<file path="src/hw/scss_map.svh">
// register offsets, field positions and reset values of the clock source select block
`ifndef SCSS_MAP_SVH
`define SCSS_MAP_SVH

`define SCSS_STATUS_OFFSET      12'h00c
`define SCSS_SELECT_OFFSET      12'h010

`define SCSS_SYS_FIELD_MSB      2
`define SCSS_SYS_FIELD_LSB      0
`define SCSS_TICK_FIELD_MSB     5
`define SCSS_TICK_FIELD_LSB     3
`define SCSS_BOOT_FIELD_MSB     26
`define SCSS_BOOT_FIELD_LSB     24

`define SCSS_STAT_XTAL_BIT      0
`define SCSS_STAT_PLL_BIT       2
`define SCSS_STAT_LIRC_BIT      3
`define SCSS_STAT_HIRC_BIT      4
`define SCSS_STAT_FAIL_BIT      7

`define SCSS_SYS_RESET          3'h7
`define SCSS_TICK_RESET         3'h7
`define SCSS_ZERO_WORD          32'h0000_0000

`endif

</file>
<file path="src/hw/scss_pkg.sv">
// types and shared decode helpers of the clock source select block
package scss_pkg;

    typedef enum logic [2:0] {
        SYS_XTAL = 3'h0,
        SYS_PLL  = 3'h2,
        SYS_LIRC = 3'h3,
        SYS_HIRC = 3'h7
    } scss_sys_src_t;

    typedef enum logic [2:0] {
        TICK_XTAL      = 3'h0,
        TICK_XTAL_DIV2 = 3'h2,
        TICK_SYS_DIV2  = 3'h3,
        TICK_HIRC_DIV2 = 3'h7
    } scss_tick_src_t;

    typedef enum logic [1:0] {
        SW_IDLE = 2'h1,
        SW_WAIT = 2'h2
    } scss_sw_state_t;

    function automatic logic scss_sys_valid(input logic [2:0] code);
        scss_sys_valid = (code == SYS_XTAL) || (code == SYS_PLL) ||
                         (code == SYS_LIRC) || (code == SYS_HIRC);
    endfunction : scss_sys_valid

    function automatic logic scss_tick_valid(input logic [2:0] code);
        scss_tick_valid = (code == TICK_XTAL) || (code == TICK_XTAL_DIV2) ||
                          (code == TICK_SYS_DIV2) || (code == TICK_HIRC_DIV2);
    endfunction : scss_tick_valid

endpackage : scss_pkg

</file>
<file path="src/hw/scss_switch_if.sv">
// carrier between the register front end and the clock switch sequencer
`timescale 1ns/10ps
interface scss_switch_if;
    logic [2:0] requested;
    logic       bootLoad;
    logic [2:0] bootCode;
    logic       xtalStable;
    logic       pllStable;
    logic       lircStable;
    logic       hircStable;
    logic [2:0] running;
    logic       switchFail;

    modport ctrl (
        output requested,
        output bootLoad,
        output bootCode,
        output xtalStable,
        output pllStable,
        output lircStable,
        output hircStable,
        input  running,
        input  switchFail
    );

    modport sw (
        input  requested,
        input  bootLoad,
        input  bootCode,
        input  xtalStable,
        input  pllStable,
        input  lircStable,
        input  hircStable,
        output running,
        output switchFail
    );
endinterface : scss_switch_if

</file>
<file path="src/hw/scss_clock_switch.sv">
// sequencer that holds the running system clock source until the new one is stable
`timescale 1ns/10ps
`include "scss_map.svh"
module scss_clock_switch (
    input  wire logic   clk,
    input  wire logic   rstN,
    scss_switch_if.sw   link
);
    scss_pkg::scss_sw_state_t state_q;
    scss_pkg::scss_sw_state_t state_d;
    logic [2:0]               running_q;
    logic [2:0]               running_d;
    logic                     fail_q;
    logic                     targetStable;

    always_comb begin
        case (link.requested)
            scss_pkg::SYS_XTAL: targetStable = link.xtalStable;
            scss_pkg::SYS_PLL:  targetStable = link.pllStable;
            scss_pkg::SYS_LIRC: targetStable = link.lircStable;
            scss_pkg::SYS_HIRC: targetStable = link.hircStable;
            default:            targetStable = 1'b0;
        endcase
    end

    always_comb begin
        state_d   = state_q;
        running_d = running_q;
        if (link.bootLoad) begin
            running_d = link.bootCode;
            state_d   = scss_pkg::SW_IDLE;
        end else begin
            case (state_q)
                scss_pkg::SW_IDLE: begin
                    if (link.requested != running_q)
                        state_d = scss_pkg::SW_WAIT;
                end
                scss_pkg::SW_WAIT: begin
                    // old source is assumed still enabled while we wait
                    if (link.requested == running_q) begin
                        state_d = scss_pkg::SW_IDLE;
                    end else if (targetStable && scss_pkg::scss_sys_valid(link.requested)) begin
                        running_d = link.requested;
                        state_d   = scss_pkg::SW_IDLE;
                    end
                end
                default: state_d = scss_pkg::SW_IDLE;
            endcase
        end
    end

    always_ff @(posedge clk or negedge rstN) begin
        if (!rstN)
            state_q <= scss_pkg::SW_IDLE;
        else
            state_q <= state_d;
    end

    always_ff @(posedge clk or negedge rstN) begin
        if (!rstN)
            running_q <= `SCSS_SYS_RESET;
        else
            running_q <= running_d;
    end

    // flag reflects mismatch in the same cycle the running source moves
    always_ff @(posedge clk or negedge rstN) begin
        if (!rstN)
            fail_q <= 1'b0;
        else
            fail_q <= (running_d != (link.bootLoad ? link.bootCode : link.requested));
    end

    assign link.running    = running_q;
    assign link.switchFail = fail_q;
endmodule : scss_clock_switch

</file>
<file path="src/hw/scss_clock_source_select.sv">
// APB front end and selection logic for the system and tick clock sources
//
// Contract
// - The system clock field at bits 2..0 selects crystal (000), PLL (010), 10 kHz (011) or 22.1184 MHz (111).
// - The tick clock field at bits 5..3 selects crystal, crystal/2, system clock/2 or 22.1184 MHz/2.
// - The tick timer uses the tick clock field only when the tick control clock-source bit is zero.
// - Every reset reloads the system clock field from the flash boot oscillator configuration bits 26..24; code loads 111 for a reserved code.
// - Both source fields change only while the write-protection unlock is active.
// - The select register is a 32-bit word at 0x10 resetting to 0x0000_003X with bits 31..6 reserved.
// - The system clock stays on the old source until the new is stable, and the fail flag shows any mismatch.
//
// The APB slave port was chosen for this implementation.
`timescale 1ns/10ps
`include "scss_map.svh"
module scss_clock_source_select #(
    parameter int ADDR_WIDTH = 12
) (
    input  wire logic                  mclk,
    input  wire logic                  reset_n,
    // apb slave
    input  wire logic                  psel,
    input  wire logic                  penable,
    input  wire logic                  pwrite,
    input  wire logic [ADDR_WIDTH-1:0] paddr,
    input  wire logic [31:0]           pwdata,
    output logic      [31:0]           prdata,
    output logic                       pready,
    output logic                       pslverr,
    // system context
    input  wire logic                  writeProtectOpen,
    input  wire logic [31:0]           userConfigWord0,
    input  wire logic                  tickControlClkSrc,
    input  wire logic                  xtalStable,
    input  wire logic                  pllStable,
    input  wire logic                  lircStable,
    input  wire logic                  hircStable,
    // clock tree controls
    output logic      [2:0]            sysClkSel,
    output logic      [2:0]            tickClkSel,
    output logic                       tickOnSysClk,
    output logic                       clockSwitchFail
);

    if (ADDR_WIDTH < 5 || ADDR_WIDTH > 32) begin : g_bad_width
        $error("ADDR_WIDTH must lie between 5 and 32");
    end

    localparam logic [ADDR_WIDTH-1:0] SELECT_ADDR = ADDR_WIDTH'(`SCSS_SELECT_OFFSET);
    localparam logic [ADDR_WIDTH-1:0] STATUS_ADDR = ADDR_WIDTH'(`SCSS_STATUS_OFFSET);

    // reset release synchroniser
    logic        rstSync1_q;
    logic        rstSync2_q;
    logic        rstN;

    // apb pipeline
    logic        setupPhase;
    logic        writeStrobe;
    logic        addrSelect;
    logic        addrStatus;
    logic [31:0] readWord;
    logic [31:0] prdata_q;
    logic        pready_q;
    logic        pslverr_q;

    // select register fields
    logic [2:0]  sysField_q;
    logic [2:0]  tickField_q;
    logic [2:0]  bootCode;
    logic        bootPending_q;

    // registered outputs
    logic [2:0]  tickSel_q;
    logic        tickOnSys_q;
    logic [2:0]  sysSel_q;
    logic        switchFail_q;

    scss_switch_if swLink ();

    // ------------------------------------------------------------ reset
    always_ff @(posedge mclk or negedge reset_n) begin
        if (!reset_n) begin
            rstSync1_q <= 1'b0;
            rstSync2_q <= 1'b0;
        end else begin
            rstSync1_q <= 1'b1;
            rstSync2_q <= rstSync1_q;
        end
    end

    assign rstN = rstSync2_q;

    // ------------------------------------------------------------ decode
    function automatic logic hitsAddr(input logic [ADDR_WIDTH-1:0] addr,
                                      input logic [ADDR_WIDTH-1:0] target);
        hitsAddr = (addr == target);
    endfunction : hitsAddr

    assign addrSelect  = hitsAddr(paddr, SELECT_ADDR);
    assign addrStatus  = hitsAddr(paddr, STATUS_ADDR);
    assign setupPhase  = psel && !penable;
    assign writeStrobe = psel && penable && pready_q && pwrite;

    always_comb begin
        readWord = `SCSS_ZERO_WORD;
        if (addrSelect) begin
            // reserved upper bits read as zero
            readWord[`SCSS_SYS_FIELD_MSB:`SCSS_SYS_FIELD_LSB]   = sysField_q;
            readWord[`SCSS_TICK_FIELD_MSB:`SCSS_TICK_FIELD_LSB] = tickField_q;
        end else if (addrStatus) begin
            readWord[`SCSS_STAT_XTAL_BIT] = xtalStable;
            readWord[`SCSS_STAT_PLL_BIT]  = pllStable;
            readWord[`SCSS_STAT_LIRC_BIT] = lircStable;
            readWord[`SCSS_STAT_HIRC_BIT] = hircStable;
            readWord[`SCSS_STAT_FAIL_BIT] = swLink.switchFail;
        end
    end

    // ------------------------------------------------------------ apb answer
    // data captured in setup so access phase always completes with no wait
    always_ff @(posedge mclk or negedge rstN) begin
        if (!rstN)
            pready_q <= 1'b0;
        else
            pready_q <= setupPhase;
    end

    always_ff @(posedge mclk or negedge rstN) begin
        if (!rstN)
            pslverr_q <= 1'b0;
        else
            pslverr_q <= setupPhase && !(addrSelect || addrStatus);
    end

    always_ff @(posedge mclk or negedge rstN) begin
        if (!rstN)
            prdata_q <= `SCSS_ZERO_WORD;
        else if (setupPhase && !pwrite)
            prdata_q <= readWord;
        else if (!psel)
            prdata_q <= `SCSS_ZERO_WORD;
    end

    // ------------------------------------------------------------ boot load
    // strap is taken one cycle after reset release, never inside the reset branch
    assign bootCode = scss_pkg::scss_sys_valid(userConfigWord0[`SCSS_BOOT_FIELD_MSB:`SCSS_BOOT_FIELD_LSB])
                    ? userConfigWord0[`SCSS_BOOT_FIELD_MSB:`SCSS_BOOT_FIELD_LSB]
                    : `SCSS_SYS_RESET;

    always_ff @(posedge mclk or negedge rstN) begin
        if (!rstN)
            bootPending_q <= 1'b1;
        else
            bootPending_q <= 1'b0;
    end

    // ------------------------------------------------------------ select register
    always_ff @(posedge mclk or negedge rstN) begin
        if (!rstN) begin
            sysField_q <= `SCSS_SYS_RESET;
        end else if (bootPending_q) begin
            sysField_q <= bootCode;
        end else if (writeStrobe && addrSelect && writeProtectOpen
                     && scss_pkg::scss_sys_valid(pwdata[`SCSS_SYS_FIELD_MSB:`SCSS_SYS_FIELD_LSB])) begin
            sysField_q <= pwdata[`SCSS_SYS_FIELD_MSB:`SCSS_SYS_FIELD_LSB];
        end
    end

    always_ff @(posedge mclk or negedge rstN) begin
        if (!rstN) begin
            tickField_q <= `SCSS_TICK_RESET;
        end else if (writeStrobe && addrSelect && writeProtectOpen
                     && scss_pkg::scss_tick_valid(pwdata[`SCSS_TICK_FIELD_MSB:`SCSS_TICK_FIELD_LSB])) begin
            tickField_q <= pwdata[`SCSS_TICK_FIELD_MSB:`SCSS_TICK_FIELD_LSB];
        end
    end

    // ------------------------------------------------------------ switch sequencer
    assign swLink.requested  = sysField_q;
    assign swLink.bootLoad   = bootPending_q;
    assign swLink.bootCode   = bootCode;
    assign swLink.xtalStable = xtalStable;
    assign swLink.pllStable  = pllStable;
    assign swLink.lircStable = lircStable;
    assign swLink.hircStable = hircStable;

    scss_clock_switch u_switch (
        .clk  (mclk),
        .rstN (rstN),
        .link (swLink.sw)
    );

    // ------------------------------------------------------------ output stage
    // one extra flop keeps every top output registered at the cost of a cycle
    always_ff @(posedge mclk or negedge rstN) begin
        if (!rstN)
            sysSel_q <= `SCSS_SYS_RESET;
        else
            sysSel_q <= swLink.running;
    end

    always_ff @(posedge mclk or negedge rstN) begin
        if (!rstN)
            switchFail_q <= 1'b0;
        else
            switchFail_q <= swLink.switchFail;
    end

    // tick source ratio against the system clock is software's burden
    always_ff @(posedge mclk or negedge rstN) begin
        if (!rstN) begin
            tickOnSys_q <= 1'b0;
            tickSel_q   <= `SCSS_TICK_RESET;
        end else begin
            tickOnSys_q <= tickControlClkSrc;
            tickSel_q   <= tickField_q;
        end
    end

    assign prdata          = prdata_q;
    assign pready          = pready_q;
    assign pslverr         = pslverr_q;
    assign sysClkSel       = sysSel_q;
    assign tickClkSel      = tickSel_q;
    assign tickOnSysClk    = tickOnSys_q;
    assign clockSwitchFail = switchFail_q;

endmodule : scss_clock_source_select

</file>
<file path="config.mk">
export PLATFORM = sky130hd
export DESIGN_NAME = scss_clock_source_select
export DESIGN_NICKNAME = d
export VERILOG_FILES = /design/src/hw/scss_pkg.sv /design/src/hw/scss_switch_if.sv /design/src/hw/scss_clock_switch.sv /design/src/hw/scss_clock_source_select.sv
export VERILOG_INCLUDE_DIRS = /design/src /design/src/hw
export SDC_FILE = /design/constraint.sdc
export NUM_CORES = 1
export LEC_CHECK = 0
export BUFFER_PORTS_ARGS = -buffer_cell sky130_fd_sc_hd__buf_2
export CORE_MARGIN = 1.5
export CORE_UTILIZATION = 35
export DETAILED_ROUTE_END_ITERATION = 16
export PLACE_DENSITY = 0.74
export REMOVE_ABC_BUFFERS = 1
export SLEW_MARGIN = 20
export SYNTH_ARGS = -nofsm -noshare
export SYNTH_HDL_FRONTEND = slang
export SYNTH_SLANG_ARGS = --single-unit
</file>
<file path="constraint.sdc">
create_clock -name mclk -period 1 [get_ports mclk]
set_input_delay 0.05 -clock mclk [delete_from_list [all_inputs] [get_ports mclk]]
set_output_delay 0.05 -clock mclk [all_outputs]
set_load 0.05 [all_outputs]
</file>
==> results of run 1 <==
Yosys cell counts, drive strengths merged (4+ instances only):
cell type	n	area, um2
a221o	4	40.0
nor2	7	26.3
dfrtp	15	375
o21ai	5	25.0
and2	5	31.3
inv	6	22.5
nand2	7	26.3
a31oi	4	25.0
a21oi	5	25.0
buf	27	203
nand3	5	30.0
nand2b	6	37.5
nor4	4	43.8
dfstp	17	447
through the flow:
stage,area [um2],setup slack (ns),total power (uW)
floorplan,1530,-0.746,1940
global placement,2080,-0.402,2180
detailed placement,2080,-0.467,2200
CTS,2410,-0.411,3640
global route,2520,-0.497,3810
finish,2520,-0.454,3680
routing by layer:
| layer | up-vias | track usage, % |
|---|---|---|
| li1 | 679 | - |
| met1 | 712 | 17.0 |
| met2 | 82 | 28.0 |
| met3 | 16 | 5.06 |
| met4 | 0 | 7.97 |
| met5 | - | 0 |
kinds of logic (layout without fill, tap and decap cells):
group,Yosys count,after routing,share of synthesized area (%)
buf+inv,35,99,14.1
other cells,2,27,0.455
compound gates,37,37,17.3
mux,2,2,1.21
flops,32,32,49.8
xor+xnor,3,3,1.59
simple gates,43,43,15.5
worst max path at each step:
stage	start	endpoint	slack, ns	cells past startpoint
finish	swLink.requested[2]$_DFFE_PN1P_	u_switch.link.running[0]$_DFF_PN1_	-0.45	5
floorplan	pready$_DFF_PN0_	swLink.requested[2]$_DFFE_PN1P_	-0.75	4
global route	swLink.requested[2]$_DFFE_PN1P_	u_switch.link.running[2]$_DFF_PN1_	-0.50	5
CTS	swLink.requested[2]$_DFFE_PN1P_	u_switch.state_q[1]$_DFFE_PN0P_	-0.41	5
detailed placement	swLink.requested[2]$_DFFE_PN1P_	u_switch.state_q[1]$_DFFE_PN0P_	-0.47	5
global placement	paddr[9]	swLink.requested[2]$_DFFE_PN1P_	-0.40	5
registers in the layout (all words and copies together) (netlist names), 2 cells and up:
name / flops
tickClkSel: 3
sysClkSel: 3
u_switch.link.running: 3
prdata: 7
u_switch.state_q: 2
swLink.requested: 3
tickField_q: 3
cell usage in the layout, fill, tap and decap left out, types with 4 or more instances in the layout:
cell       n
dfrtp_1   15
a221o_1    4
clkbuf_8   7
buf_4     29
buf_6      6
and2_0     4
nor4_4     4
buf_2     40
dfstp_2   17
buf_8      7
nor2_1     6
conb_1    27
a31oi_1    4
nand2b_1   6
inv_1      6
a21oi_1    5
nand2_1    6
power groups by stage:
stage | combinational [uW] | clock [uW] | sequential [uW]
after floorplan | 364 | 0 | 1580
after global placement | 721 | 0 | 1460
after detailed placement | 727 | 0 | 1470
after CTS | 804 | 1380 | 1450
after global routing | 901 | 1450 | 1460
final | 850 | 1370 | 1450
area by class of cell:
class / count / area [um2] / share of cell area (%)
clock buffers: 7 / 96.3 / 3.82
multi-input cells: 112 / 853 / 33.9
clock inverters: 1 / 30.0 / 1.19
inverters: 6 / 22.5 / 0.894
repair buffers: 85 / 631 / 25.0
well taps: 52 / 65.1 / 2.58
flip-flops and latches: 32 / 822 / 32.6
repair_timing:
| item | CTS | global route |
|---|---|---|
| pin swaps | 17 | 5 |
| buffers inserted | 3 | 1 |
| resized for setup | 39 | 18 |
| hold buffers | 2 | 0 |
| hold endpoints to repair | 3 | 0 |
| setup endpoints to repair | 25 | 25 |
worst reg2reg max path, cell delays in order, from the launching register on:
cell and delay [ns]:
dfstp_2 0.56, mux2i_2 0.25, buf_4 0.16, o32a_1 0.18
o21ai_0 0.09, a21boi_1 0.15
==> reports/metrics.csv, run 1 <==
metric;value;unit
synth-main-ff-cell;dfstp_2;
ys_ff_latch;32;
grt_pass1_vias;1441;
initial_core_util;37.1;%
path_clk_slew;0.07;ns
path_delay_family;flip-flops;
synth.distinct_cells;43;
grt_pass1_wl;6.27;mm
drtIter0Drc;131;
highest_layer;met4;
io_pins;129;
dp_hpwl;2.70;mm
async_reset_ff_share;100;%
worstPathArrival;1.67;ns
grt_overflow;0;
slew_viol_final;0;
period_share;145;%
track_usage;15.9;%
antenna_found_initial;0;
p_int;2580;uW
syn_avg_cell_area;10.7;um2
tns;-4.45;ns
min_path_type;in -> reg;
p_comb_share;23.1;%
cts_htree_levels;2;
fp.dieH;71.6;um
wire_per_inst;14.7;um
dr.pass1.iters;6;
cp_slowest_cell;dfstp_2;
drive_gt1_share;53.1;%
core_area;0.00444;mm2
rsz0062_at_grt;yes;
wl_met2;2.20;mm
postLayoutSetupSlackWorst;-0.454;ns
r2r-end;u_switch.link.running[0]$_DFF_PN1_;
yosysSeqAreaShare;49.8;%
met1_length;1.60;mm
synth_edf_count;0;
syn2layout_area_growth;52.8;%
crit_fanout;3;
clk_path_buf_depth;2;
finalHoldViolCount;0;
max_cap_violations;0;
r2r-start;swLink.requested[2]$_DFFE_PN1P_;
grt_max_degree;31;
ir_drop;0.000769;V
critPathMaxStageDelay;0.56;ns
cts_inserted_buffers;5;
syn_inst;154;
antenna_cells;0;
yosys_warnings;0;
cts_tree;yes;
fin_crit;1.45;ns
start_kind;flop;
reg2reg_slack;-0.45;ns
netlist_area;0.00165;mm2
drtAntennaViolNets;0;
p_sw_share;29.8;%
place.gp.congestion;0.777;
status;finished, violations left;
switchingPower;1090;uW
die-area;0.00513;mm2
fin_nets;329;
fillers;360;
crit_buf_inv;1;
clk_latency;0.29;ns
die_w;71.6;um
stdcell_count;295;
pwr-share-clk;37.3;%
timing.hold.ws;0.0288;ns
dr_total_vias;1489;
leakagePower;0.00119;uW
finalClockSkew;0.00741;ns
cts.root.buffer_cell;clkbuf_8;
wl;4.32;mm
worstHoldEndpoint;prdata[2]$_DFFE_PN0P_;
seq_power_share;39.6;%
power.density;1460;mW/mm2
crit_type;reg -> reg;
whs_path_depth;2;
dpl.cell_count;281;
clock.fmax;688;MHz
cts_sinks;32;
worstHoldStart;pllStable;
setup_viol;23;
wl_met3;331;um
path_cells;mux2i_2 -> buf_4 -> o32a_1 -> o21ai_0 -> a21boi_1;
numPortBuffers;48;
rows;24;
drcViolationCount;0;
utilization;56.7;%
r2r_cells;5;
vias_per_cell;5.05;
end_kind;flop;
violations;setup timing;
cp.required;1.21;ns
Power figures use the tool's default switching activity.
==> run 2: changes to the inputs <==
- CELL_PAD_IN_SITES_DETAIL_PLACEMENT: unset -> 1
- CELL_PAD_IN_SITES_GLOBAL_PLACEMENT: unset -> 2
- CORE_UTILIZATION: 35 -> 19
- PLACE_DENSITY: 0.74 -> unset
- PLACE_DENSITY_LB_ADDON: unset -> 0.1
==> run 2 against run 1 <==
Net effect:
- the flow still finishes with violations (setup timing)
- sequential power barely moved
- clock power fell by 11%
- clock-buffer cell count fell by 1
- setup slack got worse by 0.019 ns
- power fell by 2.6%
- die area rose by 80%
- utilization fell by 26 points
- maximum frequency fell by 1.3%
- sequential share of layout area fell by 0.71 points
- critical endpoint unchanged
==> reports/metrics.csv, run 2 (synthesis gave the netlist of run 1 again) <==
metric;value;unit;change
postLayoutSetupSlackWorst;-0.473;ns;-0.0190 ns
antenna_cells;0;;unchanged
drtAntennaViolNets;0;;unchanged
track_usage;10.7;%;-5.2 points
max_cap_violations;0;;unchanged
grt_pass1_wl;7.34;mm;+17%
start_kind;flop;;
fin_crit;1.47;ns;+0.0190 ns
vias_per_cell;4.14;;-18%
rows;33;;+38%
syn2layout_area_growth;56.2;%;
largest_reg_flops;7;;unchanged
pre_cts_slack;-0.495;ns;-0.0273 ns
slew_viol_final;0;;unchanged
numPortBuffers;48;;unchanged
critPathMaxStageDelay;0.55;ns;about the same
cts_htree_levels;2;;unchanged
fin_nets;327;;-0.61%
grt_max_degree;31;;unchanged
drcViolationCount;0;;unchanged
clock.fmax;679;MHz;-1.3%
path_cells;mux2i_2 -> buf_4 -> o32a_1 -> o21ai_1 -> a21boi_1;;
drtIter0Drc;37;;-72%
core_area;0.00830;mm2;+87%
min_path_type;in -> reg;;
violations;setup timing;;
clk_path_buf_depth;2;;unchanged
fillers;937;;+160%
cts_tree;yes;;
drive_gt1_share;54.8;%;+1.7 points
die_w;96.2;um;+34%
status;finished, violations left;;
setup_viol;21;;-8.7%
grt_overflow;0;;unchanged
path_delay_family;compound AO/OA/AOI/OAI gates;;
antenna_found_initial;0;;unchanged
crit_buf_inv;1;;unchanged
finalClockSkew;0.00839;ns;+0.000978 ns
cp_slowest_cell;dfstp_2;;
crit_type;reg -> reg;;
clk_latency;0.28;ns;about the same
die-area;0.00925;mm2;+80%
p_total;3580;uW;-2.6%
initial_core_util;19.9;%;-17 points
crit_fanout;3;;unchanged
path_clk_slew;0.07;ns;about the same
cts.root.buffer_cell;clkbuf_8;;
rsz0062_at_grt;yes;;
leakagePower;0.00118;uW;-0.95%
ir_drop;0.000413;V;-46%
fp.dieH;96.2;um;+34%
dr.pass1.iters;3;;-3
layout_commonest_cell;buf_2;;
period_share;147;%;+1.9 points
wire_per_inst;13.1;um;-11%
power.density;1390;mW/mm2;-4.7%
cp.required;1.21;ns;about the same
worstPathArrival;1.68;ns;about the same
end_kind;flop;;
io_pins;129;;unchanged
cts_sinks;32;;unchanged
mostFrequentLayoutCells;buf_2 (40), conb_1 (27), buf_4 (24), dfstp_2 (17), dfrtp_1 (15);;
dr_total_vias;1432;;-3.8%
finalHoldViolCount;0;;unchanged
dp_hpwl;3.50;mm;+30%
cts_inserted_buffers;5;;unchanged
grt_pass1_vias;1464;;+1.6%
wl;4.52;mm;+4.6%
place.gp.congestion;0.723;;-6.9%
## run 2: cell count changes in the layout (fill, tap and decap cells not counted), sizes merged
cell    change
clkinv      +1
buf         -2
clkbuf      -1
## run 2: final cells by class
| cell class | instances | area, um2 | area share [%] |
|---|---|---|---|
| Clock buffer | 6 | 72.6 | 2.82 |
| Clock inverter | 2 | 35.0 | 1.36 |
| Inverter | 6 | 22.5 | 0.874 |
| Multi-Input combinational cell | 112 | 870 | 33.8 |
| Sequential cell | 32 | 822 | 31.9 |
| Tap cell | 105 | 131 | 5.10 |
| Timing Repair Buffer | 83 | 623 | 24.2 |
## run 2: worst paths after layout
check	startpoint	endpoint	slack [ns]	depth (start not counted)
setup / recovery	swLink.requested[1]$_DFFE_PN1P_	u_switch.link.running[0]$_DFF_PN1_	-0.47	5
hold / removal	xtalStable	prdata[0]$_DFFE_PN0P_	0.04	2
setup reg to reg	swLink.requested[1]$_DFFE_PN1P_	u_switch.link.running[0]$_DFF_PN1_	-0.47	5
hold reg to reg	rstN$_DFF_PN0_	pready$_DFF_PN0_	0.24	1
max in group asynchronous	rstN$_DFF_PN0_	tickClkSel[0]$_DFF_PN1_	0.52	1
min in group asynchronous	reset_n	rstSync1_q$_DFF_PN0_	0.07	2
## run 2: report_power, final
part | switching [uW] | internal, uW
logic | 562 | 330
registers | 57.3 | 1410
clock network | 486 | 739
## run 2: timing repair
item	in CTS	in global routing
hold buffers	2	0
endpoints found under the hold margin	3	0
resized for setup	52	11
setup endpoints to repair	25	25
buffers inserted	2	2
pin swaps	17	4
## run 2: layer usage
layer	part of all wire (%)	wire length (um)	global-route usage, %	vias to the layer above
met4	1.6	74	4.41	0
li1	-	-	-	674
met2	50	2250	17.6	57
met1	42	1910	13.4	696
met5	0	0	0	-
met3	6.5	295	2.37	5
## run 2: through the flow
stage               cell area, um2  hold WS [ns]  instances  TNS [ns]  util, %
floorplan                     1530        -0.246        150     -7.07        -
global route                  2580        0.0425        346     -5.63     31.0
detailed placement            2130        -0.165        332     -7.97     25.7
global placement              2130        -0.165        332     -7.08     25.7
finish                        2580        0.0431        346     -3.89     31.0
CTS                           2500        0.0330        344     -4.00     30.1
